===== config.mk =====
export PLATFORM = sky130hd
export DESIGN_NAME = rbs_sequencer
export DESIGN_NICKNAME = d
export VERILOG_FILES = /design/src/inc/rbs_pkg.sv /design/src/inc/rbs_sync_if.sv /design/src/hdl/rbs_sequencer.sv /design/src/hdl/rbs_sync.sv /design/src/hdl/rbs_timer.sv
export SDC_FILE = /design/constraint.sdc
export NUM_CORES = 1
export LEC_CHECK = 0
export ABC_AREA = 0
export BUFFER_PORTS_ARGS = -buffer_cell sky130_fd_sc_hd__buf_4
export CAP_MARGIN = 20
export CORE_ASPECT_RATIO = 0.8
export CORE_UTILIZATION = 50
export DETAILED_ROUTE_END_ITERATION = 7
export HOLD_SLACK_MARGIN = 0.06
export PLACE_DENSITY = 0.73
export SLEW_MARGIN = 20
export SYNTH_ARGS = -nofsm -noshare
export SYNTH_HDL_FRONTEND = slang
export SYNTH_SLANG_ARGS = --single-unit
export TNS_END_PERCENT = 100

===== constraint.sdc =====
create_clock -name CLOCK -period 3.2 [get_ports CLOCK]
set_input_delay 0.48 -clock CLOCK [delete_from_list [all_inputs] [get_ports CLOCK]]
set_output_delay 0.48 -clock CLOCK [all_outputs]
set_load 0.02 [all_outputs]

===== src/inc/rbs_pkg.sv =====
package rbs_pkg;
  // ****************************************
  // undervoltage mode encodings
  // ****************************************
  localparam logic [1:0] MODE_ALWAYS_ON = 2'h3;
  localparam logic [1:0] MODE_OFF_SLEEP = 2'h2;
  localparam logic [1:0] MODE_SOFTWARE = 2'h1;
  localparam logic [1:0] MODE_ALWAYS_OFF = 2'h0;
  localparam logic [1:0] POWER_UP_DELAY_TIMER_DISABLED = 2'h0;
  localparam int unsigned MODE_W = 2;
  localparam int unsigned LEVEL_W = 2;
  localparam int unsigned SEL_W = 2;
  // ****************************************
  // timing
  // ****************************************
  localparam int unsigned CLOCK_MHZ = 250;
  localparam int unsigned POWER_UP_DELAY_TIMER_MAX_MS = 64;
  localparam longint unsigned POWER_UP_DELAY_TIMER_MAX_CYC = longint'(POWER_UP_DELAY_TIMER_MAX_MS) * 1000 * CLOCK_MHZ;
  localparam int unsigned EXEC_DELAY_CYC = 10;
  localparam int unsigned SYNC_STAGES = 2;
  // ****************************************
  // register bus map
  // ****************************************
  localparam logic [3:0] ADDR_CTRL = 4'h0;
  localparam logic [3:0] ADDR_STATUS = 4'h4;
  localparam int unsigned CTRL_SOFT_EN_BIT = 0;
  localparam int unsigned ST_READY_BIT = 0;
  localparam int unsigned ST_UVFLAG_BIT = 1;
  localparam int unsigned ST_PORFLAG_BIT = 2;
  localparam int unsigned ST_ACTIVE_BIT = 3;
  localparam int unsigned ST_RUN_BIT = 4;
  localparam int unsigned ST_MODE_LSB = 8;
  localparam logic [31:0] UNMAPPED_DATA = 32'h0000_0000;
  // ****************************************
  // sequencer states
  // ****************************************
  typedef enum logic [1:0] {
    ST_HOLD = 2'b00,
    ST_POWER_UP_DELAY_TIMER = 2'b01,
    ST_WAIT = 2'b10,
    ST_RUN  = 2'b11
  } rbs_state_t;
endpackage


===== src/inc/rbs_sync_if.sv =====
`timescale 1ns/1ns
interface rbs_sync_if #(parameter int unsigned WIDTH = 4);
  logic [WIDTH-1:0] raw;
  logic [WIDTH-1:0] synced;
  modport src (output raw, input synced);
  modport syn (input raw, output synced);
endinterface


===== src/hdl/rbs_sequencer.sv =====
// The register offsets and register access over Avalon-MM were chosen for this implementation.
`timescale 1ns/1ns
module rbs_sequencer
  import rbs_pkg::*;
#(
  parameter longint unsigned POWER_UP_DELAY_TIMER_CYCLES = POWER_UP_DELAY_TIMER_MAX_CYC,
  parameter int unsigned EXEC_CYCLES = EXEC_DELAY_CYC
) (
  // clock and power-on reset
  input wire logic CLOCK,
  input wire logic RESET_N,
  input wire logic CE,
  // analog monitors and pin
  input wire logic POR_ACTIVE,
  input wire logic UV_BELOW_FILTERED,
  input wire logic UV_DET_READY,
  input wire logic EXTERNAL_RESET_PIN_N,
  // internal reset requests (pulses or levels) and sleep
  input wire logic WDT_RESET,
  input wire logic RESET_INSTR,
  input wire logic STACK_OVERFLOW,
  input wire logic STACK_UNDERFLOW,
  input wire logic PROG_MODE,
  input wire logic SLEEP,
  // configuration
  input wire logic [MODE_W-1:0] UNDERVOLTAGE_MODE_SELECT,
  input wire logic [LEVEL_W-1:0] UNDERVOLTAGE_LEVEL_SELECT,
  input wire logic [SEL_W-1:0] POWER_UP_DELAY_SELECT,
  // avalon-mm slave
  input wire logic [3:0] AVS_ADDRESS,
  input wire logic AVS_READ,
  input wire logic AVS_WRITE,
  input wire logic [31:0] AVS_WRITEDATA,
  output logic [31:0] AVS_READDATA,
  output logic AVS_WAITREQUEST,
  // analog detector control
  output logic UV_DET_ENABLE,
  output logic [LEVEL_W-1:0] UV_LEVEL,
  // core side
  output logic CORE_RESET_N,
  output logic CORE_RUN
);
  // ****************************************
  // synchronised inputs
  // ****************************************
  rbs_sync_if #(.WIDTH(4)) sif ();
  // pin enters inverted so the chain's reset value means released; otherwise
  // every power-on release would see a false pin reset for two cycles
  assign sif.raw = {~EXTERNAL_RESET_PIN_N, UV_DET_READY, UV_BELOW_FILTERED, POR_ACTIVE};
  rbs_sync u_sync (
    .clk(CLOCK),
    .rst_n(RESET_N),
    .ce(CE),
    .sig(sif.syn)
  );
  wire pin_n_s = ~sif.synced[3];
  wire ready_s = sif.synced[2];
  wire below_s = sif.synced[1];
  wire por_s = sif.synced[0];

  // ****************************************
  // registers and state
  // ****************************************
  rbs_state_t state_ff, nxt_state;
  logic soft_en_ff;
  logic uv_flag_ff;
  logic por_flag_ff;
  logic prog_ff;
  logic waking_ff;
  logic [3:0] exec_cnt_ff;
  logic rd_valid_ff;
  logic [31:0] rdata_ff;

  // ****************************************
  // mode decode
  // ****************************************
  wire mode_on = UNDERVOLTAGE_MODE_SELECT == MODE_ALWAYS_ON;
  wire mode_slp = UNDERVOLTAGE_MODE_SELECT == MODE_OFF_SLEEP;
  wire mode_sw = UNDERVOLTAGE_MODE_SELECT == MODE_SOFTWARE;
  // detector powered: always-on forced, off-in-sleep only awake, sw by bit
  wire det_en = mode_on | (mode_slp & ~SLEEP) | (mode_sw & soft_en_ff);
  // protection only once the detector is ready
  wire prot_active = det_en & ready_s;
  wire uv_trip = prot_active & below_s;
  wire prog_exit = prog_ff & ~PROG_MODE;
  wire power_event = por_s | uv_trip | prog_exit | PROG_MODE;
  wire other_src = WDT_RESET | RESET_INSTR | STACK_OVERFLOW | STACK_UNDERFLOW | ~pin_n_s;
  wire power_up_delay_timer_en = POWER_UP_DELAY_SELECT != POWER_UP_DELAY_TIMER_DISABLED;
  // start-up waits for detector only in the forced-on and off-in-sleep modes
  wire start_ok = (mode_on | mode_slp) ? (ready_s & ~below_s) : 1'b1;
  // wake from sleep waits only in off-in-sleep mode
  wire wake_ok = mode_slp ? (ready_s & ~below_s) : 1'b1;
  wire power_up_delay_timer_busy;
  wire power_up_delay_timer_start = (state_ff == ST_HOLD) & ~power_event & power_up_delay_timer_en;

  // ****************************************
  // power-up delay timer
  // ****************************************
  rbs_timer #(.CW(36)) u_power_up_delay_timer (
    .clk(CLOCK),
    .rst_n(RESET_N),
    .ce(CE),
    .start(power_up_delay_timer_start),
    .load(POWER_UP_DELAY_TIMER_CYCLES[35:0]),
    .busy(power_up_delay_timer_busy)
  );

  // ****************************************
  // sequencer next state
  // ****************************************
  always_comb begin
    nxt_state = state_ff;
    unique case (state_ff)
      ST_HOLD: begin
        if (!power_event) begin
          nxt_state = power_up_delay_timer_en ? ST_POWER_UP_DELAY_TIMER : ST_WAIT;
        end
      end
      ST_POWER_UP_DELAY_TIMER: begin
        if (!power_up_delay_timer_busy) begin
          nxt_state = ST_WAIT;
        end
      end
      ST_WAIT: begin
        if (pin_n_s && start_ok && exec_cnt_ff == 4'(EXEC_CYCLES - 1)) begin
          nxt_state = ST_RUN;
        end
      end
      ST_RUN: begin
        nxt_state = ST_RUN;
      end
    endcase
    // power events restart the whole sequence; other sources only pull
    // wait or run back, so the delay timer is never cut short by them
    if (power_event) begin
      nxt_state = ST_HOLD;
    end else if (other_src && (state_ff == ST_WAIT || state_ff == ST_RUN)) begin
      nxt_state = ST_WAIT;
    end
  end

  // state register
  always_ff @(posedge CLOCK or negedge RESET_N) begin
    if (!RESET_N) begin
      state_ff <= ST_HOLD;
    end else if (CE) begin
      state_ff <= nxt_state;
    end
  end

  // execution delay counter: counts while pin released and start allowed
  wire cnt_go = (state_ff == ST_WAIT) & pin_n_s & start_ok & ~other_src & ~power_event;
  always_ff @(posedge CLOCK or negedge RESET_N) begin
    if (!RESET_N) begin
      exec_cnt_ff <= 4'h0;
    end else if (CE) begin
      exec_cnt_ff <= cnt_go ? exec_cnt_ff + 4'h1 : 4'h0;
    end
  end

  // ****************************************
  // status flags, programming tracking and soft enable
  // ****************************************
  // flags low-active in spirit: 0 means that reset happened; software sets back
  wire wr_ctrl = AVS_WRITE & (AVS_ADDRESS == ADDR_CTRL);
  wire wr_stat = AVS_WRITE & (AVS_ADDRESS == ADDR_STATUS);
  always_ff @(posedge CLOCK or negedge RESET_N) begin
    if (!RESET_N) begin
      uv_flag_ff <= 1'b0;
      por_flag_ff <= 1'b0;
      prog_ff <= 1'b0;
      soft_en_ff <= 1'b0;
    end else if (CE) begin
      prog_ff <= PROG_MODE;
      // hardware clear wins over software set
      if (uv_trip || por_s || prog_exit) begin
        uv_flag_ff <= 1'b0;
      end else if (wr_stat && AVS_WRITEDATA[ST_UVFLAG_BIT]) begin
        uv_flag_ff <= 1'b1;
      end
      if (por_s || prog_exit) begin
        por_flag_ff <= 1'b0;
      end else if (wr_stat && AVS_WRITEDATA[ST_PORFLAG_BIT]) begin
        por_flag_ff <= 1'b1;
      end
      if (wr_ctrl) begin
        soft_en_ff <= AVS_WRITEDATA[CTRL_SOFT_EN_BIT];
      end
    end
  end

  // ****************************************
  // wake stretch for off-in-sleep mode
  // ****************************************
  // detector is off while asleep, so after wake the core waits for it to be
  // ready again; in the other modes sleep gating is left to the core
  wire nxt_waking = (SLEEP & mode_slp) | (waking_ff & ~wake_ok);
  always_ff @(posedge CLOCK or negedge RESET_N) begin
    if (!RESET_N) begin
      waking_ff <= 1'b0;
    end else if (CE) begin
      waking_ff <= nxt_waking;
    end
  end

  // ****************************************
  // avalon read path, one wait cycle on reads
  // ****************************************
  logic [31:0] status_word;
  always_comb begin
    status_word = 32'h0000_0000;
    status_word[ST_READY_BIT] = ready_s;
    status_word[ST_UVFLAG_BIT] = uv_flag_ff;
    status_word[ST_PORFLAG_BIT] = por_flag_ff;
    status_word[ST_ACTIVE_BIT] = prot_active;
    status_word[ST_RUN_BIT] = state_ff == ST_RUN;
    status_word[ST_MODE_LSB +: MODE_W] = UNDERVOLTAGE_MODE_SELECT;
  end
  wire [31:0] ctrl_word = {31'h0, soft_en_ff};
  wire [31:0] rd_mux = (AVS_ADDRESS == ADDR_CTRL) ? ctrl_word :
                       (AVS_ADDRESS == ADDR_STATUS) ? status_word : UNMAPPED_DATA;
  always_ff @(posedge CLOCK or negedge RESET_N) begin
    if (!RESET_N) begin
      rd_valid_ff <= 1'b0;
      rdata_ff <= 32'h0000_0000;
    end else if (CE) begin
      rd_valid_ff <= AVS_READ & ~rd_valid_ff;
      if (AVS_READ && !rd_valid_ff) begin
        rdata_ff <= rd_mux;
      end
    end
  end
  assign AVS_WAITREQUEST = AVS_READ & ~rd_valid_ff;
  assign AVS_READDATA = rdata_ff;

  // ****************************************
  // outputs
  // ****************************************
  assign UV_DET_ENABLE = det_en;
  assign UV_LEVEL = UNDERVOLTAGE_LEVEL_SELECT;
  assign CORE_RESET_N = state_ff == ST_RUN;
  // sleep gating belongs to the core; here only off-in-sleep stalls wake
  assign CORE_RUN = (state_ff == ST_RUN) & ~waking_ff;

  // ****************************************
  // checks
  // ****************************************
  AST_POR_HOLDS: assert property (@(posedge CLOCK) disable iff (!RESET_N)
    CE && por_s |=> !CORE_RESET_N) else $error("core left reset during power-on");
  AST_UV_CLEARS: assert property (@(posedge CLOCK) disable iff (!RESET_N)
    CE && uv_trip |=> !uv_flag_ff && !CORE_RESET_N) else $error("undervoltage trip missed");
  AST_OFF_MODE: assert property (@(posedge CLOCK) disable iff (!RESET_N)
    UNDERVOLTAGE_MODE_SELECT == MODE_ALWAYS_OFF |-> !UV_DET_ENABLE) else $error("detector on in off mode");
  AST_FORCED_ON: assert property (@(posedge CLOCK) disable iff (!RESET_N)
    mode_on |-> UV_DET_ENABLE) else $error("detector not forced on");
  AST_LEVEL_PASS: assert property (@(posedge CLOCK) disable iff (!RESET_N)
    UV_LEVEL == UNDERVOLTAGE_LEVEL_SELECT) else $error("level not passed");
  AST_RUN_NEEDS_PIN: assert property (@(posedge CLOCK) disable iff (!RESET_N)
    CE && $rose(CORE_RESET_N) |-> $past(pin_n_s)) else $error("run with pin held");
  AST_POWER_UP_DELAY_TIMER_HOLD: assert property (@(posedge CLOCK) disable iff (!RESET_N)
    state_ff == ST_POWER_UP_DELAY_TIMER |-> !CORE_RESET_N) else $error("core out of reset in delay");
  AST_ONWAIT: assert property (@(posedge CLOCK) disable iff (!RESET_N)
    CE && $rose(CORE_RESET_N) && mode_on |-> $past(ready_s)) else $error("start without ready");
  AST_EXEC_DELAY: assert property (@(posedge CLOCK) disable iff (!RESET_N)
    CE && state_ff == ST_WAIT && nxt_state == ST_RUN |-> $past(cnt_go, 9)) else $error("exec delay short");
  AST_SW_SLEEP: assert property (@(posedge CLOCK) disable iff (!RESET_N)
    mode_sw |-> UV_DET_ENABLE == soft_en_ff) else $error("sleep changed software mode");

  // ****************************************
  // checks on sequencing and sleep
  // ****************************************
  // a released power event with a delay selected must enter the delay
  AST_POWER_UP_DELAY_TIMER_START: assert property (@(posedge CLOCK) disable iff (!RESET_N)
    CE && state_ff == ST_HOLD && !power_event && power_up_delay_timer_en |=> state_ff == ST_POWER_UP_DELAY_TIMER) else $error("delay skipped");
  // with the selection at zero the sequence goes straight to the wait
  AST_NO_POWER_UP_DELAY_TIMER: assert property (@(posedge CLOCK) disable iff (!RESET_N)
    CE && state_ff == ST_HOLD && !power_event && !power_up_delay_timer_en |=> state_ff == ST_WAIT) else $error("delay not bypassed");
  // the delay is not cut short by the pin or the other sources
  AST_POWER_UP_DELAY_TIMER_RUNS_ON: assert property (@(posedge CLOCK) disable iff (!RESET_N)
    CE && state_ff == ST_POWER_UP_DELAY_TIMER && power_up_delay_timer_busy && !power_event |=> state_ff == ST_POWER_UP_DELAY_TIMER) else $error("delay cut short");
  // execution only ever starts from the counted wait
  AST_RUN_FROM_WAIT: assert property (@(posedge CLOCK) disable iff (!RESET_N)
    CE && $rose(CORE_RESET_N) |-> $past(state_ff) == ST_WAIT) else $error("run without exec wait");
  // any of the level or pulse sources pulls the core back into reset
  AST_OTHER_SRC: assert property (@(posedge CLOCK) disable iff (!RESET_N)
    CE && other_src |=> !CORE_RESET_N) else $error("source did not reset core");
  // programming holds the core, and its exit restarts like a power-on
  AST_PROG_HOLD: assert property (@(posedge CLOCK) disable iff (!RESET_N)
    CE && PROG_MODE |=> !CORE_RESET_N) else $error("core ran while programming");
  AST_PROG_EXIT: assert property (@(posedge CLOCK) disable iff (!RESET_N)
    CE && prog_exit |=> state_ff == ST_HOLD && !por_flag_ff && !uv_flag_ff) else $error("exit not like power-on");
  // software mode never waits for the detector before counting
  AST_SW_START: assert property (@(posedge CLOCK) disable iff (!RESET_N)
    CE && mode_sw && state_ff == ST_WAIT && pin_n_s && !other_src && !power_event |=> exec_cnt_ff != 4'h0)
    else $error("software mode start waited");
  // off-in-sleep: detector off asleep, core stalled, wake needs ready
  AST_SLEEP_OFF: assert property (@(posedge CLOCK) disable iff (!RESET_N)
    mode_slp && SLEEP |-> !UV_DET_ENABLE) else $error("detector on asleep");
  AST_SLEEP_STALL: assert property (@(posedge CLOCK) disable iff (!RESET_N)
    CE && mode_slp && SLEEP |=> !CORE_RUN) else $error("core ran asleep");
  AST_WAKE_READY: assert property (@(posedge CLOCK) disable iff (!RESET_N)
    CE && mode_slp && $rose(CORE_RUN) |-> $past(ready_s) && !$past(below_s)) else $error("woke before ready");
  // the active flag cannot show while the detector is not ready
  AST_READY_ACTIVE: assert property (@(posedge CLOCK) disable iff (!RESET_N)
    !ready_s |-> !status_word[ST_ACTIVE_BIT]) else $error("active before ready");
  // nothing trips in the always-off mode, whatever the comparator says
  AST_OFF_NO_TRIP: assert property (@(posedge CLOCK) disable iff (!RESET_N)
    UNDERVOLTAGE_MODE_SELECT == MODE_ALWAYS_OFF |-> !uv_trip) else $error("trip in off mode");
endmodule // rbs_sequencer


===== src/hdl/rbs_sync.sv =====
`timescale 1ns/1ns
module rbs_sync
  import rbs_pkg::*;
(
  // clocking
  input wire logic clk,
  input wire logic rst_n,
  input wire logic ce,
  // levels
  rbs_sync_if.syn sig
);
  // ****************************************
  // two-stage synchroniser per bit
  // ****************************************
  localparam int unsigned W = $bits(sig.raw);
  logic [W-1:0] meta_ff;
  logic [W-1:0] sync_ff;
  genvar gi;
  generate
    for (gi = 0; gi < W; gi++) begin : g_bit
      // first stage feeds only the second
      always_ff @(posedge clk or negedge rst_n) begin
        if (!rst_n) begin
          meta_ff[gi] <= 1'b0;
          sync_ff[gi] <= 1'b0;
        end else if (ce) begin
          meta_ff[gi] <= sig.raw[gi];
          sync_ff[gi] <= meta_ff[gi];
        end
      end
    end
  endgenerate
  assign sig.synced = sync_ff;
endmodule // rbs_sync


===== src/hdl/rbs_timer.sv =====
`timescale 1ns/1ns
module rbs_timer
  import rbs_pkg::*;
#(
  parameter int unsigned CW = 32
) (
  // clocking
  input wire logic clk,
  input wire logic rst_n,
  input wire logic ce,
  // control
  input wire logic start,
  input wire logic [CW-1:0] load,
  output logic busy
);
  // ****************************************
  // down counter, busy while nonzero
  // ****************************************
  logic [CW-1:0] cnt_ff;
  logic [CW-1:0] nxt_cnt;
  assign nxt_cnt = start ? load : (cnt_ff != '0 ? cnt_ff - 1'b1 : cnt_ff);
  assign busy = (cnt_ff != '0);
  // counter register
  always_ff @(posedge clk or negedge rst_n) begin
    if (!rst_n) begin
      cnt_ff <= '0;
    end else if (ce) begin
      cnt_ff <= nxt_cnt;
    end
  end
endmodule // rbs_timer


==> metrics.yaml <==
power:
  finalPower_mw: 2.43
  vdd.ir_drop.worst_uv: 354
  leakage_nw: 1.78
  pwr_density_cell_nw_per_um2: 622
yosys:
  synth_common_cells: "dfrtp_1 (63), buf_4 (27), a21oi_1 (22)"
  synth_seq_area_share: 0.455
  netlist.area_leader.share: 0.455
  syn-cell-area_sq_um: 3460
  syn_inst: 351
  avgSynthCellArea_sq_um: 9.86
  synth-seq-cells: 63
  yosysUniqueCellTypes: 58
  synth-edff-count: 0
  yosysWarnings: 0
  synth_flop_cell: "dfrtp_1"
  yosysTopAreaCell: "dfrtp_1"
  async_flop_share: 1.00
  ys_top_cells_by_area: "dfrtp_1 (46%), buf_4 (5.9%), a21oi_1 (3.2%)"
  yosysMostFrequentCell: "dfrtp_1"
drt:
  via_count: 2745
  drtPass1Iterations: 4
  via_per_inst: 5.78
  antenna_left: 0
  drc_errors: 0
  wl_per_cell_um: 15.0
  drt-initial-drc-count: 178
  wl_um: 7100
cts:
  cts.sinks: 63
  cts_tree: "yes"
  cts_resized: 0
  cts_max_level: 3
  hold_buffers: 0
  ctsRootBufferMaster: "clkbuf_8"
  cts_buffer_depth: 2
  path_clk_slew_ns: 0.07
  cts_buffers: 9
  postCtsSetupRepairBufs: 0
  clk_latency_ns: 0.34
floorplan:
  core_area_sq_um: 6540
  dieWidth_um: 95.0
  die_h_um: 76.4
  die_area_sq_um: 7260
  row_count: 26
  io_pins: 95
  initial_core_util: 0.529
global_route:
  grt_pass1_vias: 2554
  antenna_found_initial: 0
  grt_max_degree: 64
  grtUsageMet1: 0.298
  grt_overflow: 0
  grtUsageMet3: 0.0519
  busiest_layer: "met2"
  grtUsageMet2: 0.322
  grt_pass1_wl_um: 12100
  grtUsageTotal: 0.212
finish:
  stdcell_count: 475
  area_growth_pct: 13.0
  drive_gt1_frac: 0.205
  layout.nets: 449
  antennaDiodeCount: 0
setup_path:
  required_ns: 3.43
  r2r_slack_ns: 0.46
  r2r-end: "u_power_up_delay_timer.cnt_ff[1]$_DFFE_PN0P_"
  crit_fanout: 15
  cpPeakStageDelay_ns: 0.67
  reg2reg_from: "u_power_up_delay_timer.cnt_ff[16]$_DFFE_PN0P_"
  startpoint_type: "register"
  crit_chain: "or4_1, or4_4, nor3_4, nor2_1, a32o_1"
  end_kind: "register"
  crit_slowest_cell: "or4_1"
  crit_family: "simple AND/OR/NAND/NOR gates"
  critPathBufInv: 0
  crit_arrival_ns: 2.96
  reg2reg_depth: 5
  critPathKind: "register to register"
sta:
  fin_crit_sh: 0.855
  slew_violations: 0
  min_period_ns: 2.74
  final-hold-violation-count: 0
  setup_tns_ns: 0
  fmaxAchievable_mhz: 365
  worstMarginPinSlew_ns: 0.804
  hold_slack_ns: 0.218
  setup_violations: 0
  max_slew_margin: 0.464
  finClkSkew_ns: 0.00715
  rsz0062_at_grt: "no"
placement:
  dp_hpwl_um: 4930
  port_buffers: 36
  dp_cells: 461
  gp_congestion: 0.830
worst_hold_path:
  hold_path_class: "input pin to async pin"
status:
  run_status: "completed"
job:
  maxCapViolCount: 0
==> where the power goes <==
group,internal (mW),switching (mW)
clock,0.426,0.303
combinational,0.250,0.329
sequential,0.952,0.173
==> area by class of cell <==
class                      instances  area [sq um]
fill                             565          2630
multi-input combinational        258          1670
sequential                        63          1580
timing repair buffer              42           315
clock buffer                       9           124
tap                               84           105
clock inverter                     5          75.1
inverter                          14          52.6
==> worst max-delay path by stage <==
stage / from / end / slack, ns / depth (start not counted)
floorplan: u_power_up_delay_timer.cnt_ff[16]$_DFFE_PN0P_ / u_power_up_delay_timer.cnt_ff[13]$_DFFE_PN0P_ / 0.63 / 7
global placement: u_power_up_delay_timer.cnt_ff[16]$_DFFE_PN0P_ / u_power_up_delay_timer.cnt_ff[1]$_DFFE_PN0P_ / 0.52 / 5
detailed placement: u_power_up_delay_timer.cnt_ff[16]$_DFFE_PN0P_ / u_power_up_delay_timer.cnt_ff[1]$_DFFE_PN0P_ / 0.49 / 5
CTS: u_power_up_delay_timer.cnt_ff[16]$_DFFE_PN0P_ / u_power_up_delay_timer.cnt_ff[1]$_DFFE_PN0P_ / 0.47 / 5
global route: u_power_up_delay_timer.cnt_ff[16]$_DFFE_PN0P_ / u_power_up_delay_timer.cnt_ff[1]$_DFFE_PN0P_ / 0.33 / 5
finish: u_power_up_delay_timer.cnt_ff[16]$_DFFE_PN0P_ / u_power_up_delay_timer.cnt_ff[1]$_DFFE_PN0P_ / 0.46 / 5
==> through the flow <==
stage / util / cell area [sq um] / setup slack, ns
after floorplan: - / 3550 / 0.630
after global placement: 0.568 / 3710 / 0.521
after detailed placement: 0.568 / 3710 / 0.486
after CTS: 0.599 / 3910 / 0.468
after global routing: 0.599 / 3910 / 0.328
final: 0.599 / 3910 / 0.462
==> flip-flops by register name, summed over array words and instances (netlist names), 2 cells and up <==
| signal | cells |
|---|---|
| AVS_READDATA | 7 |
| u_power_up_delay_timer.cnt_ff | 36 |
| u_sync.meta_ff | 4 |
| exec_cnt_ff | 4 |
| state_ff | 2 |
| u_sync.sig.synced | 4 |
==> kinds of logic after synthesis <==
kind of cell / share of synthesized area
xor+xnor: 0.0126
other cells: 0.00108
flops: 0.455
fa+ha+maj: 0.0145
simple gates: 0.198
buf+inv: 0.0911
compound gates: 0.186
mux: 0.0408
==> cells in the final DEF, fill, tap and decap left out, drive strengths merged, types with 3 or more instances in the layout <==
cell      n
dfrtp    63
buf      42
conb     25
a21oi    22
nand2    21
o21ai    19
or3      19
inv      14
nor2     14
nand2b   12
nor3     12
or4      11
mux2      9
clkbuf    9
a22o      8
nor4      7
o41ai     7
o211ai    6
nand3     6
o31ai     6
o311ai    5
mux2i     4
nand4     4
xor2      4
o2111ai   4
ha        4
a32o      3
clkinv    3
==> per-layer routing <==
metal  part of all wire  up-vias  routed length, um
met5                  0        -                  0
met4              0.012        0                 82
met3              0.039        9                277
met2               0.46       64               3240
met1               0.49     1340               3500
li1                   -     1332                  -
No activity file was read; power rests on OpenSTA's default activity.
